--- src/capture_router_regs.svh ---
// offsets, field positions and reset values of the capture router
// assumes inclusion by the top module only
`ifndef CAPTURE_ROUTER_REGS_SVH
`define CAPTURE_ROUTER_REGS_SVH

`define CR_ADDR_CTRL        8'h00
`define CR_ADDR_TRIG        8'h04
`define CR_ADDR_EVENT       8'h08
`define CR_ADDR_POST_LEN    8'h0c
`define CR_ADDR_BURST       8'h10
`define CR_ADDR_ROUTE_SRC   8'h14
`define CR_ADDR_ROUTE_DST   8'h18
`define CR_ADDR_STATUS      8'h1c
`define CR_ADDR_STAMP       8'h20
`define CR_ADDR_PRE_LEN     8'h24

// ctrl: [1:0] mode, [2] start, [3] rearm/stop, [5:4] gate mode
`define CR_CTRL_MODE_LSB    0
`define CR_CTRL_START_BIT   2
`define CR_CTRL_REARM_BIT   3
`define CR_CTRL_GATE_LSB    4
// trigger/event select: [1:0] line (0 none, 1..3 = line 3..5), [2] rising
`define CR_SEL_RISE_BIT     2
// route src: 2 bits per line; route dst: 3 bits per line
`define CR_ROUTE_SRC_RESET  12'h000
`define CR_ROUTE_DST_RESET  18'h00000
`define CR_RESP_OKAY        2'b00
`define CR_RESP_SLVERR      2'b10

`endif

--- src/capture_router_pkg.sv ---
// types for the capture sequencer and signal router
// assumes the register header is included by the top module
package capture_router_pkg;

    typedef enum logic [1:0] {
        MODE_SINGLE_SHOT   = 2'b00,
        MODE_CONTINUOUS    = 2'b01,
        MODE_TRIG_SINGLE   = 2'b10,
        MODE_PRE_POST      = 2'b11
    } capture_mode_t;

    typedef enum logic [1:0] {
        GATE_OFF       = 2'b00,
        GATE_TRAN      = 2'b01,
        GATE_GATE      = 2'b10,
        GATE_TRAN_GATE = 2'b11
    } gate_mode_t;

    typedef enum logic [2:0] {
        ST_IDLE  = 3'b000,
        ST_ARMED = 3'b001,
        ST_PRE   = 3'b010,
        ST_POST  = 3'b011,
        ST_DONE  = 3'b100
    } cap_state_t;

    typedef enum logic [1:0] {
        SRC_FRONT = 2'b00,
        SRC_LOGIC = 2'b01,
        SRC_REAR  = 2'b10,
        SRC_BACK  = 2'b11
    } route_src_t;

    typedef struct packed {
        logic [2:0] sel;
    } edge_sel_t;

    typedef struct packed {
        logic [5:0] front_in;
        logic [5:0] logic_out;
        logic [5:0] rear_in;
        logic [5:0] back_in;
    } line_inputs_t;

endpackage : capture_router_pkg

--- src/capture_mode_trigger_router.sv ---
// capture sequencing, trigger/event detection and six-line signal router
// assumes an AXI4-Lite master on clk_sys; pins are asynchronous to clk_sys
`timescale 1ns/1ps
`include "capture_router_regs.svh"

module capture_mode_trigger_router #(
    parameter int LEN_W = 32
) (
    input  wire logic                clk_sys,
    input  wire logic                nrst,
    // axi4-lite slave
    input  wire logic [7:0]          s_axi_awaddr,
    input  wire logic                s_axi_awvalid,
    output logic                     s_axi_awready,
    input  wire logic [31:0]         s_axi_wdata,
    input  wire logic [3:0]          s_axi_wstrb,
    input  wire logic                s_axi_wvalid,
    output logic                     s_axi_wready,
    output logic [1:0]               s_axi_bresp,
    output logic                     s_axi_bvalid,
    input  wire logic                s_axi_bready,
    input  wire logic [7:0]          s_axi_araddr,
    input  wire logic                s_axi_arvalid,
    output logic                     s_axi_arready,
    output logic [31:0]              s_axi_rdata,
    output logic [1:0]               s_axi_rresp,
    output logic                     s_axi_rvalid,
    input  wire logic                s_axi_rready,
    // routed line sources
    input  wire logic [5:0]          front_in,
    input  wire logic [5:0]          rear_in,
    input  wire logic [5:0]          back_in,
    input  wire logic [5:0]          logic_out,
    input  wire logic                sample_clk_int,
    // routed line destinations
    output logic [5:0]               logic_in,
    output logic [5:0]               rear_out,
    output logic [5:0]               rear_oe,
    output logic [5:0]               back_out,
    output logic [5:0]               back_oe,
    // sample stream
    input  wire logic                sample_valid,
    output logic                     store_en,
    output logic                     store_circular,
    output logic                     burst_start,
    output logic [31:0]              burst_stamp,
    output logic                     event_mark,
    output logic                     capture_busy
);

    localparam int ADC_W = LEN_W;

    initial begin
        if (LEN_W < 16 || LEN_W > 32)
            $error("LEN_W must be 16..32");
    end

    typedef struct packed {
        logic                        awv;
        logic [7:0]                  awa;
        logic                        wv;
        logic [31:0]                 wd;
        logic [3:0]                  ws;
        logic                        bv;
        logic [1:0]                  br;
        logic                        rv;
        logic [31:0]                 rd;
        logic [1:0]                  rr;
        logic [5:0]                  ctrl;
        logic [2:0]                  trig;
        logic [5:0]                  evt;
        logic [ADC_W-1:0]            post_len;
        logic [ADC_W-1:0]            pre_len;
        logic [15:0]                 blen;
        logic [11:0]                 rsrc;
        logic [17:0]                 rdst;
        logic                        multi;
        capture_router_pkg::cap_state_t st;
        logic [ADC_W-1:0]            cnt;
        logic [ADC_W-1:0]            mcnt;
        logic                        reserving;
        logic [15:0]                 bcnt;
        logic                        in_burst;
        logic [31:0]                 tstamp;
        logic [31:0]                 stamp;
        logic                        bstart;
        logic                        emark;
        logic [5:0]                  s1;
        logic [5:0]                  s2;
        logic [5:0]                  s3;
        logic [5:0]                  s_prev;
    } state_t;

    state_t cur_ff;
    state_t nxt_ff;

    ////////////////////////////////////////////////////////////////////////
    // helpers

    // edge on selected line three..five; sel 0 means none
    function automatic logic edge_hit(input logic [2:0] sel,
                                      input logic [5:0] now,
                                      input logic [5:0] prev);
        logic rise;
        logic fall;
        rise = 1'b0;
        fall = 1'b0;
        if (sel[1:0] != 2'b00) begin
            rise = now[3'd2 + sel[1:0]] & ~prev[3'd2 + sel[1:0]];
            fall = ~now[3'd2 + sel[1:0]] & prev[3'd2 + sel[1:0]];
        end
        return sel[`CR_SEL_RISE_BIT] ? rise : fall;
    endfunction : edge_hit

    function automatic logic [31:0] wmerge(input logic [31:0] old,
                                           input logic [31:0] d,
                                           input logic [3:0]  s);
        logic [31:0] r;
        r = old;
        for (int i = 0; i < 4; i++) begin
            if (s[i])
                r[i*8 +: 8] = d[i*8 +: 8];
        end
        return r;
    endfunction : wmerge

    ////////////////////////////////////////////////////////////////////////
    // router

    logic [5:0] line_val;

    always_comb begin
        for (int i = 0; i < 6; i++) begin
            case (capture_router_pkg::route_src_t'(cur_ff.rsrc[i*2 +: 2]))
                capture_router_pkg::SRC_FRONT:
                    line_val[i] = (i == 0 || i == 3) ? front_in[i]
                                                     : 1'b0;
                capture_router_pkg::SRC_LOGIC:
                    line_val[i] = (i == 0) ? sample_clk_int
                                           : logic_out[i];
                capture_router_pkg::SRC_REAR: line_val[i] = rear_in[i];
                default:                      line_val[i] = back_in[i];
            endcase
        end
    end

    always_comb begin
        for (int i = 0; i < 6; i++) begin
            logic_in[i] = cur_ff.rdst[i*3] & line_val[i];
            if (i < 3) begin
                // push-pull; source must not also be the target
                rear_out[i] = line_val[i];
                back_out[i] = line_val[i];
                rear_oe[i]  = cur_ff.rdst[i*3+1];
                back_oe[i]  = cur_ff.rdst[i*3+2];
            end else begin
                // open collector: drive low only
                rear_out[i] = 1'b0;
                back_out[i] = 1'b0;
                rear_oe[i]  = cur_ff.rdst[i*3+1] & ~line_val[i];
                back_oe[i]  = cur_ff.rdst[i*3+2] & ~line_val[i];
            end
        end
    end

    ////////////////////////////////////////////////////////////////////////
    // sequencer and registers

    logic trig_hit;
    logic ev0_hit;
    logic ev1_hit;
    logic ev_hit;
    logic gate_now;
    logic gate_rise;
    logic gate_fall;

    always_comb begin
        logic [5:0] now;
        logic       wr;
        logic       rd;
        logic       start_cmd;
        logic       has_trig;
        logic       single;
        capture_router_pkg::capture_mode_t mode;
        capture_router_pkg::gate_mode_t    gmode;
        now = '0;
        wr = 1'b0;
        rd = 1'b0;
        start_cmd = 1'b0;
        has_trig = 1'b0;
        single = 1'b0;
        mode = capture_router_pkg::MODE_SINGLE_SHOT;
        gmode = capture_router_pkg::GATE_OFF;
        nxt_ff = cur_ff;
        nxt_ff.bstart = 1'b0;
        nxt_ff.emark = 1'b0;

        // line samples: three stages, change taken when 2nd and 3rd agree
        nxt_ff.s1 = logic_in;
        nxt_ff.s2 = cur_ff.s1;
        nxt_ff.s3 = cur_ff.s2;
        for (int i = 0; i < 6; i++) begin
            nxt_ff.s_prev[i] = (cur_ff.s2[i] == cur_ff.s3[i])
                               ? cur_ff.s3[i] : cur_ff.s_prev[i];
        end
        now = nxt_ff.s_prev;

        trig_hit = edge_hit(cur_ff.trig, now, cur_ff.s_prev);
        ev0_hit  = edge_hit(cur_ff.evt[2:0], now, cur_ff.s_prev);
        ev1_hit  = edge_hit(cur_ff.evt[5:3], now, cur_ff.s_prev);
        ev_hit   = ev0_hit | ev1_hit;
        // gate level follows first event detector's line and sense
        gate_now = (cur_ff.evt[1:0] != 2'b00)
                 & (now[3'd2 + cur_ff.evt[1:0]] == cur_ff.evt[2]);
        gate_rise = ev0_hit;
        gate_fall = (cur_ff.evt[1:0] != 2'b00)
                  & ~gate_now
                  & (cur_ff.s_prev[3'd2 + cur_ff.evt[1:0]] == cur_ff.evt[2]);

        mode  = capture_router_pkg::capture_mode_t'(cur_ff.ctrl[1:0]);
        gmode = capture_router_pkg::gate_mode_t'(cur_ff.ctrl[5:4]);
        has_trig = cur_ff.trig[1:0] != 2'b00;
        single = (mode == capture_router_pkg::MODE_SINGLE_SHOT)
               | (mode == capture_router_pkg::MODE_TRIG_SINGLE);

        // axi write
        if (s_axi_awvalid && !cur_ff.awv && !cur_ff.bv) begin
            nxt_ff.awv = 1'b1;
            nxt_ff.awa = s_axi_awaddr;
        end
        if (s_axi_wvalid && !cur_ff.wv && !cur_ff.bv) begin
            nxt_ff.wv = 1'b1;
            nxt_ff.wd = s_axi_wdata;
            nxt_ff.ws = s_axi_wstrb;
        end
        wr = cur_ff.awv && cur_ff.wv;
        if (wr) begin
            nxt_ff.awv = 1'b0;
            nxt_ff.wv = 1'b0;
            nxt_ff.bv = 1'b1;
            nxt_ff.br = `CR_RESP_OKAY;
            case (cur_ff.awa)
                `CR_ADDR_CTRL: begin
                    nxt_ff.ctrl = cur_ff.ws[0] ? {cur_ff.wd[5:4], 2'b00,
                                  cur_ff.wd[1:0]} : cur_ff.ctrl;
                    nxt_ff.multi = cur_ff.ws[0] ? cur_ff.wd[6] : cur_ff.multi;
                    start_cmd = cur_ff.ws[0] & cur_ff.wd[`CR_CTRL_START_BIT];
                    if (cur_ff.ws[0] && cur_ff.wd[`CR_CTRL_REARM_BIT])
                        nxt_ff.st = capture_router_pkg::ST_IDLE;
                end
                `CR_ADDR_TRIG:
                    nxt_ff.trig = 3'(wmerge({29'h0, cur_ff.trig}, cur_ff.wd,
                                         cur_ff.ws));
                `CR_ADDR_EVENT:
                    nxt_ff.evt = 6'(wmerge({26'h0, cur_ff.evt}, cur_ff.wd,
                                        cur_ff.ws));
                `CR_ADDR_POST_LEN:
                    nxt_ff.post_len = ADC_W'(wmerge(32'(cur_ff.post_len),
                                                    cur_ff.wd, cur_ff.ws));
                `CR_ADDR_PRE_LEN:
                    nxt_ff.pre_len = ADC_W'(wmerge(32'(cur_ff.pre_len),
                                                   cur_ff.wd, cur_ff.ws));
                `CR_ADDR_BURST:
                    nxt_ff.blen = 16'(wmerge({16'h0, cur_ff.blen}, cur_ff.wd,
                                         cur_ff.ws));
                `CR_ADDR_ROUTE_SRC:
                    nxt_ff.rsrc = 12'(wmerge({20'h0, cur_ff.rsrc}, cur_ff.wd,
                                         cur_ff.ws));
                `CR_ADDR_ROUTE_DST:
                    nxt_ff.rdst = 18'(wmerge({14'h0, cur_ff.rdst}, cur_ff.wd,
                                         cur_ff.ws));
                default: nxt_ff.br = `CR_RESP_SLVERR;
            endcase
        end
        if (cur_ff.bv && s_axi_bready)
            nxt_ff.bv = 1'b0;

        // axi read
        rd = s_axi_arvalid && !cur_ff.rv;
        if (rd) begin
            nxt_ff.rv = 1'b1;
            nxt_ff.rr = `CR_RESP_OKAY;
            case (s_axi_araddr)
                `CR_ADDR_CTRL:      nxt_ff.rd = {25'h0, cur_ff.multi,
                                                 cur_ff.ctrl};
                `CR_ADDR_TRIG:      nxt_ff.rd = {29'h0, cur_ff.trig};
                `CR_ADDR_EVENT:     nxt_ff.rd = {26'h0, cur_ff.evt};
                `CR_ADDR_POST_LEN:  nxt_ff.rd = 32'(cur_ff.post_len);
                `CR_ADDR_PRE_LEN:   nxt_ff.rd = 32'(cur_ff.pre_len);
                `CR_ADDR_BURST:     nxt_ff.rd = {16'h0, cur_ff.blen};
                `CR_ADDR_ROUTE_SRC: nxt_ff.rd = {20'h0, cur_ff.rsrc};
                `CR_ADDR_ROUTE_DST: nxt_ff.rd = {14'h0, cur_ff.rdst};
                `CR_ADDR_STATUS:    nxt_ff.rd = {27'h0, cur_ff.reserving,
                                                 cur_ff.in_burst, cur_ff.st};
                `CR_ADDR_STAMP:     nxt_ff.rd = cur_ff.stamp;
                default: begin
                    nxt_ff.rd = 32'h0;
                    nxt_ff.rr = `CR_RESP_SLVERR;
                end
            endcase
        end
        if (cur_ff.rv && s_axi_rready)
            nxt_ff.rv = 1'b0;

        // free-running sample time for burst stamps
        if (sample_valid)
            nxt_ff.tstamp = cur_ff.tstamp + 32'h1;

        case (cur_ff.st)
            capture_router_pkg::ST_IDLE: begin
                nxt_ff.in_burst = 1'b0;
                nxt_ff.reserving = 1'b0;
                if (start_cmd)
                    nxt_ff.st = has_trig ? capture_router_pkg::ST_ARMED
                                         : capture_router_pkg::ST_PRE;
                nxt_ff.cnt = '0;
            end
            capture_router_pkg::ST_ARMED:
                if (trig_hit)
                    nxt_ff.st = capture_router_pkg::ST_PRE;
            capture_router_pkg::ST_PRE: begin
                // events only seen once capture runs
                if (ev_hit && (mode == capture_router_pkg::MODE_PRE_POST ||
                    mode == capture_router_pkg::MODE_CONTINUOUS)
                    && !cur_ff.multi) begin
                    nxt_ff.st = capture_router_pkg::ST_POST;
                    nxt_ff.cnt = '0;
                    nxt_ff.emark = 1'b1;
                end else if (single) begin
                    nxt_ff.st = capture_router_pkg::ST_POST;
                    nxt_ff.cnt = '0;
                end
            end
            capture_router_pkg::ST_POST:
                if (sample_valid && store_en) begin
                    nxt_ff.cnt = cur_ff.cnt + ADC_W'(1);
                    if (cur_ff.cnt + ADC_W'(1) >= cur_ff.post_len
                        && mode != capture_router_pkg::MODE_CONTINUOUS)
                        nxt_ff.st = capture_router_pkg::ST_DONE;
                end
            capture_router_pkg::ST_DONE: ;
            default: nxt_ff.st = capture_router_pkg::ST_IDLE;
        endcase

        // multi-event: reserve post_len window after every event
        if (cur_ff.multi && cur_ff.st == capture_router_pkg::ST_PRE) begin
            if (ev_hit) begin
                nxt_ff.reserving = 1'b1;
                nxt_ff.mcnt = '0;
                nxt_ff.emark = 1'b1;
            end else if (cur_ff.reserving && sample_valid) begin
                nxt_ff.mcnt = cur_ff.mcnt + ADC_W'(1);
                if (cur_ff.mcnt + ADC_W'(1) >= cur_ff.post_len)
                    nxt_ff.reserving = 1'b0;
            end
        end

        // repeating gate bursts
        if (gmode != capture_router_pkg::GATE_OFF &&
            cur_ff.st != capture_router_pkg::ST_IDLE &&
            cur_ff.st != capture_router_pkg::ST_ARMED &&
            cur_ff.st != capture_router_pkg::ST_DONE) begin
            if (!cur_ff.in_burst && gate_rise) begin
                nxt_ff.in_burst = 1'b1;
                nxt_ff.bcnt = '0;
                nxt_ff.bstart = 1'b1;
                nxt_ff.stamp = cur_ff.tstamp;
            end else if (cur_ff.in_burst) begin
                if (sample_valid)
                    nxt_ff.bcnt = cur_ff.bcnt + 16'h1;
                if ((gmode != capture_router_pkg::GATE_TRAN && gate_fall) ||
                    (gmode != capture_router_pkg::GATE_GATE && sample_valid
                     && cur_ff.bcnt + 16'h1 >= cur_ff.blen))
                    nxt_ff.in_burst = 1'b0;
            end
        end
    end

    always_ff @(posedge clk_sys or negedge nrst) begin
        if (!nrst) begin
            cur_ff      <= '0;
            cur_ff.rsrc <= `CR_ROUTE_SRC_RESET;
            cur_ff.rdst <= `CR_ROUTE_DST_RESET;
            cur_ff.st   <= capture_router_pkg::ST_IDLE;
        end else begin
            cur_ff <= nxt_ff;
        end
    end

    ////////////////////////////////////////////////////////////////////////
    // outputs

    logic running;
    assign running = cur_ff.st == capture_router_pkg::ST_PRE
                   || cur_ff.st == capture_router_pkg::ST_POST;

    always_comb begin
        if (cur_ff.ctrl[5:4] != 2'b00)
            store_en = running & cur_ff.in_burst & sample_valid;
        else
            store_en = running & sample_valid;
    end

    assign store_circular = cur_ff.st == capture_router_pkg::ST_PRE
                          && cur_ff.ctrl[1:0] != 2'b00
                          && cur_ff.ctrl[1:0] != 2'b10;
    assign s_axi_awready  = !cur_ff.awv && !cur_ff.bv;
    assign s_axi_wready   = !cur_ff.wv && !cur_ff.bv;
    assign s_axi_bvalid   = cur_ff.bv;
    assign s_axi_bresp    = cur_ff.br;
    assign s_axi_arready  = !cur_ff.rv;
    assign s_axi_rvalid   = cur_ff.rv;
    assign s_axi_rdata    = cur_ff.rd;
    assign s_axi_rresp    = cur_ff.rr;
    assign burst_start    = cur_ff.bstart;
    assign burst_stamp    = cur_ff.stamp;
    assign event_mark     = cur_ff.emark;
    assign capture_busy   = running || cur_ff.st == capture_router_pkg::ST_ARMED;

endmodule : capture_mode_trigger_router

--- config.mk ---
export PLATFORM = sky130hd
export DESIGN_NAME = capture_mode_trigger_router
export DESIGN_NICKNAME = d
export VERILOG_FILES = /design/src/capture_router_pkg.sv /design/src/capture_mode_trigger_router.sv
export VERILOG_INCLUDE_DIRS = /design/src /design/src/src
export SDC_FILE = /design/constraint.sdc
export NUM_CORES = 1
export LEC_CHECK = 0
export ABC_AREA = 1
export BUFFER_PORTS_ARGS = -buffer_cell sky130_fd_sc_hd__buf_2
export CORE_UTILIZATION = 45
export CTS_CLUSTER_DIAMETER = 30
export CTS_CLUSTER_SIZE = 40
export DETAILED_ROUTE_END_ITERATION = 16
export GPL_ROUTABILITY_DRIVEN = 0
export PLACE_DENSITY = 0.73
export SLEW_MARGIN = 20
export SYNTH_ARGS = -nofsm -noshare
export SYNTH_HDL_FRONTEND = slang
export SYNTH_SLANG_ARGS = --single-unit
--- constraint.sdc ---
create_clock -name clk_sys -period 3.7 [get_ports clk_sys]
set_clock_uncertainty 0.2 [all_clocks]
set_input_delay 0.555 -clock clk_sys [delete_from_list [all_inputs] [get_ports clk_sys]]
set_output_delay 0.555 -clock clk_sys [all_outputs]
set_load 0.005 [all_outputs]
==> results of run 1 <==
[what timing repair did]
action | CTS | global route
resized for setup | 0 | 2
endpoints found under the hold margin | 111 | 1
setup endpoints to repair | 0 | 3
hold buffers | 19 | 1
[registers in the layout, summed over array words and instances (netlist names)]
register / count
s_axi_rdata: 32
s_axi_rresp: 1
cur_ff: 297
s_axi_bvalid: 1
burst_stamp: 32
rear_oe: 3
s_axi_bresp: 1
burst_start: 1
back_oe: 3
event_mark: 1
s_axi_rvalid: 1
[report_power, final]
part | switching [mW] | internal, mW | total [mW]
Sequential | 0.214 | 4.45 | 4.66
Combinational | 1.28 | 0.470 | 1.75
Clock | 2.53 | 5.48 | 8.01
Total | 4.02 | 10.4 | 14.4
[cell usage in the layout (no fill, tap or decap), types with 8 or more instances in the layout]
cell / count
a21oi_1: 104
nand2_2: 8
clkinv_2: 11
xor2_1: 76
ha_1: 84
nor3_2: 11
nand3_1: 93
buf_4: 19
nand2_1: 795
conb_1: 8
a221oi_1: 12
o21ai_1: 19
xnor2_1: 22
bufinv_16: 13
nor2_1: 186
nor4_1: 11
nand4_1: 38
inv_1: 280
dlygate4sd3_1: 20
clkbuf_8: 14
clkinv_4: 8
clkbuf_16: 86
o21ai_0: 196
nor2_2: 12
clkinvlp_4: 10
nor3_1: 28
inv_2: 15
dfrtp_1: 373
buf_2: 178
[layer usage]
| metal | wire, um | global-route usage | vias to the layer above | share of wire |
|---|---|---|---|---|
| met3 | 4890 | 0.0485 | 186 | 0.082 |
| li1 | - | - | 8565 | - |
| met4 | 2420 | 0.116 | 2 | 0.040 |
| met5 | 13 | 0 | - | 0.00022 |
| met1 | 25000 | 0.346 | 8742 | 0.42 |
| met2 | 27500 | 0.413 | 803 | 0.46 |
[cell families after synthesis]
logic type	Yosys count	share of synthesized area
other cells	1	0.000182
xor+xnor	99	0.0424
simple gates	1218	0.253
flops	373	0.453
fa+ha+maj	84	0.0510
buf+inv	453	0.104
mux	1	0.000546
compound gates	367	0.0961
[layout make-up]
class | count | area share
Tap cell | 600 | 0.0302
Inverter | 300 | 0.0453
Sequential cell | 373 | 0.376
Clock buffer | 106 | 0.0953
Multi-Input combinational cell | 1777 | 0.370
Clock inverter | 50 | 0.0305
Timing Repair Buffer | 222 | 0.0535
[synthesized netlist by cell type (6+ instances only)]
cell,number
o21ai_0,196
xnor2_1,22
buf_6,10
nand3_1,93
and2_1,7
inv_1,280
inv_2,15
ha_1,84
a21oi_1,104
nand2_2,6
nor2_2,11
xor2_1,76
buf_4,91
buf_2,12
clkbuf_1,37
nor3_1,30
o221ai_1,7
o211ai_1,6
nand4_1,38
a221oi_1,12
nor3_2,9
dfrtp_1,373
o21ai_1,19
nand2_1,797
o22ai_1,7
nor4_1,11
nor2_1,187
[stage by stage]
step,worst slack [ns],cell area [um^2],power [mW]
after floorplan,0.813,20600,5.80
after global placement,0.295,21500,6.35
after detailed placement,0.124,21500,6.43
after CTS,0.133,24800,14.5
after global routing,0.0236,24900,15.0
final,0.343,24900,14.4
[worst min-delay path, cell delays in order]
cell	delay, ns
buf_2	0.07
nor2_1	0.03
a21oi_1	0.11
[final timing paths]
check	from	end	slack [ns]	cells after the start
max	cur_ff[147]	cur_ff[172]	0.34	18
min	s_axi_awaddr[7]	cur_ff[383]	0.01	3
max reg2reg	cur_ff[147]	cur_ff[172]	0.34	18
min reg2reg	cur_ff[22]	cur_ff[16]	0.15	0
max in group asynchronous	nrst	cur_ff[159]	1.99	3
min in group asynchronous	nrst	cur_ff[379]	0.37	2
==> summary.md, run 1 <==
| Metric | Value |
|---|---|
| Status | finished clean |
| Area share of the largest cell type after synthesis | 0.453 |
| Final HPWL DP | 43900 um |
| Initial Util | 0.455 |
| Avg WL per Cell | 17.5 um |
| Row count | 78 |
| Critical-path top delay cell | dfrtp_1 |
| Post-synth ARST share | 1.00 |
| Worst hold slack | 0.0139 ns |
| Initial detailed-routing violation count | 1567 |
| Largest net degree at the start of global routing | 99 |
| Unrepaired setup endpoints after global routing | no |
| Grt ovf | 0 |
| Sequential-to-total area share from yosys stat | 0.453 |
| Worst Path Arrival | 3.62 ns |
| Final Hold Vio Count | 0 |
| Port buffer count | 179 |
| ANT cells | 0 |
| Detailed Route WL | around 60000 um |
| Clock sinks | 373 |
| Drc violations | 0 |
| Req. time, crit path | about 4.0 ns |
| Worst path buffer plus inverter count | 0 |
| Post-DR vias/cell | 5.34 |
| Post-route ant nets | 0 |
| Crit share post-route | 0.907 |
| Unique masters post-synth | 53 |
| Post-synth EDFFs | 0 |
| Worst-margin pin slew | 0.904 ns |
| Synth area leaders | dfrtp_1 (45%), nand2_1 (15%), ha_1 (5.1%) |
| Vias | 18300 |
| Rel. slew slack | 0.391 |
| Max-slew violation count | 0 |
| Vias in the first global route | 18100 |
| Worst-path cell chain | nand2_1 -> nor2_1 -> nand2_1 -> nor2_1 -> nand4_1 -> nor3_2 -> nand2_1 -> and2_1 -> ha_1 -> nand2_1 -> nor2_1 -> nand2_1 -> nor3_2 -> nand4_1 -> nand3_1 -> nand2_1 -> nand2_1 -> nand3_1 |
| MaxCap Viol Count | 0 |
| Die footprint | about 0.047 mm^2 |
| Max clock buf depth | 3 |
| Sequential cell area | 0.00933 mm^2 |
| Filler instances | 4000 |
| Worst Setup Start Kind | flop |
| Initial antenna violation count | 1 |
| Multi-input gate area | 0.00919 mm^2 |
| Post-CTS Setup Bufs | 0 |
| Max Clk Rate | 298 MHz |
| Leak | 12.9 nW |
| CP Max Fanout | 6 |
| Worst hold path class | in2reg |
| # setup viols final | 0 |
| Final core area utilization | 0.549 |
| Avg Inst Size Synth | 7.94 um^2 |
| Core region area | about 0.045 mm^2 |
| Layout area overhead | 20.6% |
| CP peak stage delay | 0.45 ns |
| Top Ports | 193 |
| WS Path Type | reg2reg |
| CTS tree | built |
| Fin crit period | 3.36 ns |
| Drt pass-1 iters | 6 |
| Share of layout cells above drive strength 1 | 0.152 |
| Worst skew pair latency | 0.62 ns |
| Yosys top cell by area | dfrtp_1 |
| P per Cell Area | 580 mW/mm^2 |
| Synthesized area | 0.0206 mm^2 |
| VDD IR max | 541 uV |
| #FFs+latches synth | 373 |
| CP Capture Type | flop |
| Global-route wire length before repair | 95800 um |
| Final TNS setup | 0 ns |
| Die height | approximately 220 um |
| YS warnings | 0 |
| CTS clock-pin slew for the worst setup and hold paths | 0.04 ns |
| Total GRT Usage | 0.260 |
| CTS Root Cell | clkbuf_16 |
| Layout Cells excl Fill | roughly 3400 |
| Most Frequent Cell on Critical Path | nand2_1 |
| # nets final | 2927 |
| TritonCTS Buffers | 84 |
| CTS H-tree depth | 3 |
| Die X | roughly 220 um |
| Placed Cells | 3252 |
| Synth Flop Type | dfrtp_1 |
| Crit-path leading delay family | simple AND/OR/NAND/NOR gates |
| Mapped Cells | 2596 |
No activity file was read; power rests on OpenSTA's default activity.
==> run 2, diff against run 1 <==
Settings changed: ABC_AREA 1 to unset, MAX_ROUTING_LAYER set to met4.
==> run 2 against run 1 <==
  * Global-route usage fell by 0.70 points
  * Sequential cell count did not move
  * Non-clock buffer count rose by 28
  * Highest routed layer is now met4
  * Hold slack improved by 0.0055 ns
  * Core utilization fell by 0.68 points
  * Cell count fell by 21%
==> summary.md, run 2 <==
| Metric | Value |
|---|---|
| Vias in the first global route | roughly 16000 |
| Clock sinks | ~370 |
| Leak | 11.6 nW |
| Synth Flop Type | dfrtp_1 |
| Port buffer count | 179 |
| Final core area utilization | 0.542 |
| Sequential-to-total area share from yosys stat | 0.464 |
| Avg Inst Size Synth | around 11 um^2 |
| Final Hold Vio Count | 0 |
| Initial Util | 0.456 |
| Max-slew violation count | 0 |
| CTS tree | built |
| CP Max Fanout | 5 |
| Worst Path Arrival | 3.78 ns |
| Worst hold slack | 0.0194 ns |
| Req. time, crit path | ~4 ns |
| YS warnings | 0 |
| Largest net degree at the start of global routing | between 90 and 100 |
| Synth area leaders | dfrtp_1 (46%), mux2_2 (12%), ha_1 (5.2%) |
| Max clock buf depth | 3 |
| Area share of the largest cell type after synthesis | 0.464 |
| Post-synth ARST share | 1.00 |
| VDD IR max | 428 uV |
| Max reg flops | 297 |
| Post-DR vias/cell | 5.83 |
| Status | finished clean |
| CTS Root Cell | clkbuf_16 |
| MaxCap Viol Count | 0 |
| Post-route ant nets | 0 |
| Worst skew pair latency | 0.58 ns |
| Filler instances | 3770 |
| #FFs+latches synth | 373 |
| Post-synth EDFFs | 0 |
| Layout Cells excl Fill | 2704 |
| Worst-margin pin slew | about 1.1 ns |
| Die height | 213 um |
| Layout area overhead | 18.9% |
| Die footprint | 0.0455 mm^2 |
| Avg WL per Cell | between 20 and 25 um |
| Final instance area | between 0.02 and 0.025 mm^2 |
| Worst-path cell chain | nand3_1 -> or3_4 -> or4_4 -> or2_4 -> xnor2_1 -> ha_1 -> nand4_1 -> or4b_2 -> a21oi_1 -> o21ai_0 |
| Initial detailed-routing violation count | 1392 |
| Top Ports | just under 200 |
| P per Cell Area | 566 mW/mm^2 |
| Placed Cells | 2576 |
| Top cells by count, synth | dfrtp_1 (373), mux2_2 (210), nand2_1 (161) |
| Synthesized area | slightly above 0.02 mm^2 |
| Fin crit period | 3.56 ns |
| Most flops, register | cur_ff |
| WS Path Type | reg2reg |
| Total power | roughly 14 mW |
| Critical-path top delay cell | or4b_2 |
| Post-CTS Setup Bufs | 0 |
| Yosys top cell by area | dfrtp_1 |
| Worst setup margin | roughly 0.14 ns |
| Unique masters post-synth | 77 |
| # nets final | 2227 |
| CP Capture Type | flop |
| TritonCTS Buffers | 68 |
| Worst Setup Start Kind | flop |
| CTS clock-pin slew for the worst setup and hold paths | roughly 0.05 ns |
| Post-DP Area | between 0.02 and 0.025 mm^2 |
| R2r setup slk | 0.14 ns |
| Mapped Cells | 1893 |
| Global-route wire length before repair | 86400 um |
| CP peak stage delay | approximately 0.6 ns |
| Most common cell in the netlist | dfrtp_1 |
| Most frequent cells in the layout | dfrtp_1 (372), mux2_2 (210), buf_2 (178), nand2_1 (160), o21ai_0 (128) |
| Unrepaired setup endpoints after global routing | no |
| Grt ovf | 0 |
| Die X | approximately 210 um |
| Drc violations | 0 |
| Row count | 77 |
| Drt pass-1 iters | 7 |
| Detailed Route WL | between 50000 and 60000 um |
| Core region area | 0.0441 mm^2 |
| Max Clk Rate | 281 MHz |
| Vias | 15800 |
| Initial antenna violation count | 1 |
| Rel. slew slack | 0.251 |
| Share of layout cells above drive strength 1 | 0.289 |
| Final HPWL DP | 39100 um |
| Final TNS setup | 0 ns |
| # setup viols final | 0 |
| Placement Setup Slack | 0.0565 ns |
| Total GRT Usage | 0.253 |
| Worst hold path class | in2reg |
| Commonest non-fill, non-tap cell in the layout | dfrtp_1 |
| CTS H-tree depth | 3 |
| Crit share post-route | 0.961 |
run 2: cell types whose count changed in the layout (fill, tap and decap cells not counted), sizes merged, moves of 28 or more:
cell and change:
mux2 +209, nand3 -28, xnor2 +44, and3 +28
o21ai -85, a22o +31, nand2 -647, xor2 -40
nor2 -128, a21oi -40, inv -212, buf +44
run 2: path summary, 6_finish.rpt:
check,startpoint,end,depth (start not counted)
max in group asynchronous,nrst,cur_ff[249],3
setup / recovery,cur_ff[112],cur_ff[107],10
min in group asynchronous,nrst,cur_ff[379],2
hold reg to reg,cur_ff[20],cur_ff[14],0
hold / removal,s_axi_wdata[16],cur_ff[359],2
setup reg to reg,cur_ff[112],cur_ff[107],10
run 2: area by class of cell:
type / instances / area [um^2] / share of cell area
diodes: 1 / 2.50 / 0.000105
clock buffers: 79 / 1850 / 0.0772
clock inverters: 44 / 577 / 0.0241
inverters: 75 / 282 / 0.0118
multi-input cells: 1290 / 9630 / 0.403
flip-flops and latches: 373 / 9340 / 0.390
well taps: 592 / 741 / 0.0310
repair buffers: 250 / 1500 / 0.0627
run 2: power by group:
part	leakage (nW)	internal [mW]	switching, mW
Sequential	5.02	4.54	0.625
Combinational	5.36	0.836	1.01
Clock	1.17	4.32	2.21
run 2: timing repair:
action,4_1_cts,5_1_grt
hold buffers,4,0
endpoints found under the hold margin,80,0
resized for setup,1,10
pin swaps,0,3
endpoints found under the setup margin,1,4
run 2: cells by family (layout without fill, tap and decap cells):
logic type,Yosys count,after routing,synth area share
compound gates,361,361,0.118
xor+xnor,103,103,0.0449
fa+ha+maj,88,88,0.0543
buf+inv,237,448,0.0620
flops,373,373,0.464
mux,228,228,0.130
other cells,1,9,0.000187
simple gates,502,502,0.127
run 2: critical path: cells and delay by family (launching register included):
family / cells / cell delay, ns
AO/OA/AOI/OAI: 2 / 0.21
XOR/XNOR: 1 / 0.13
adder cells (fa/ha/maj): 1 / 0.31
flip-flops: 1 / 0.42
AND/OR/NAND/NOR: 6 / 2.14
run 2: routing by layer:
metal,global-route usage,part of all wire,vias up
met3,0.0409,0.068,141
met5,-,0,-
met2,0.385,0.47,645
met4,0.117,0.041,0
li1,-,-,7097
met1,0.331,0.42,7891
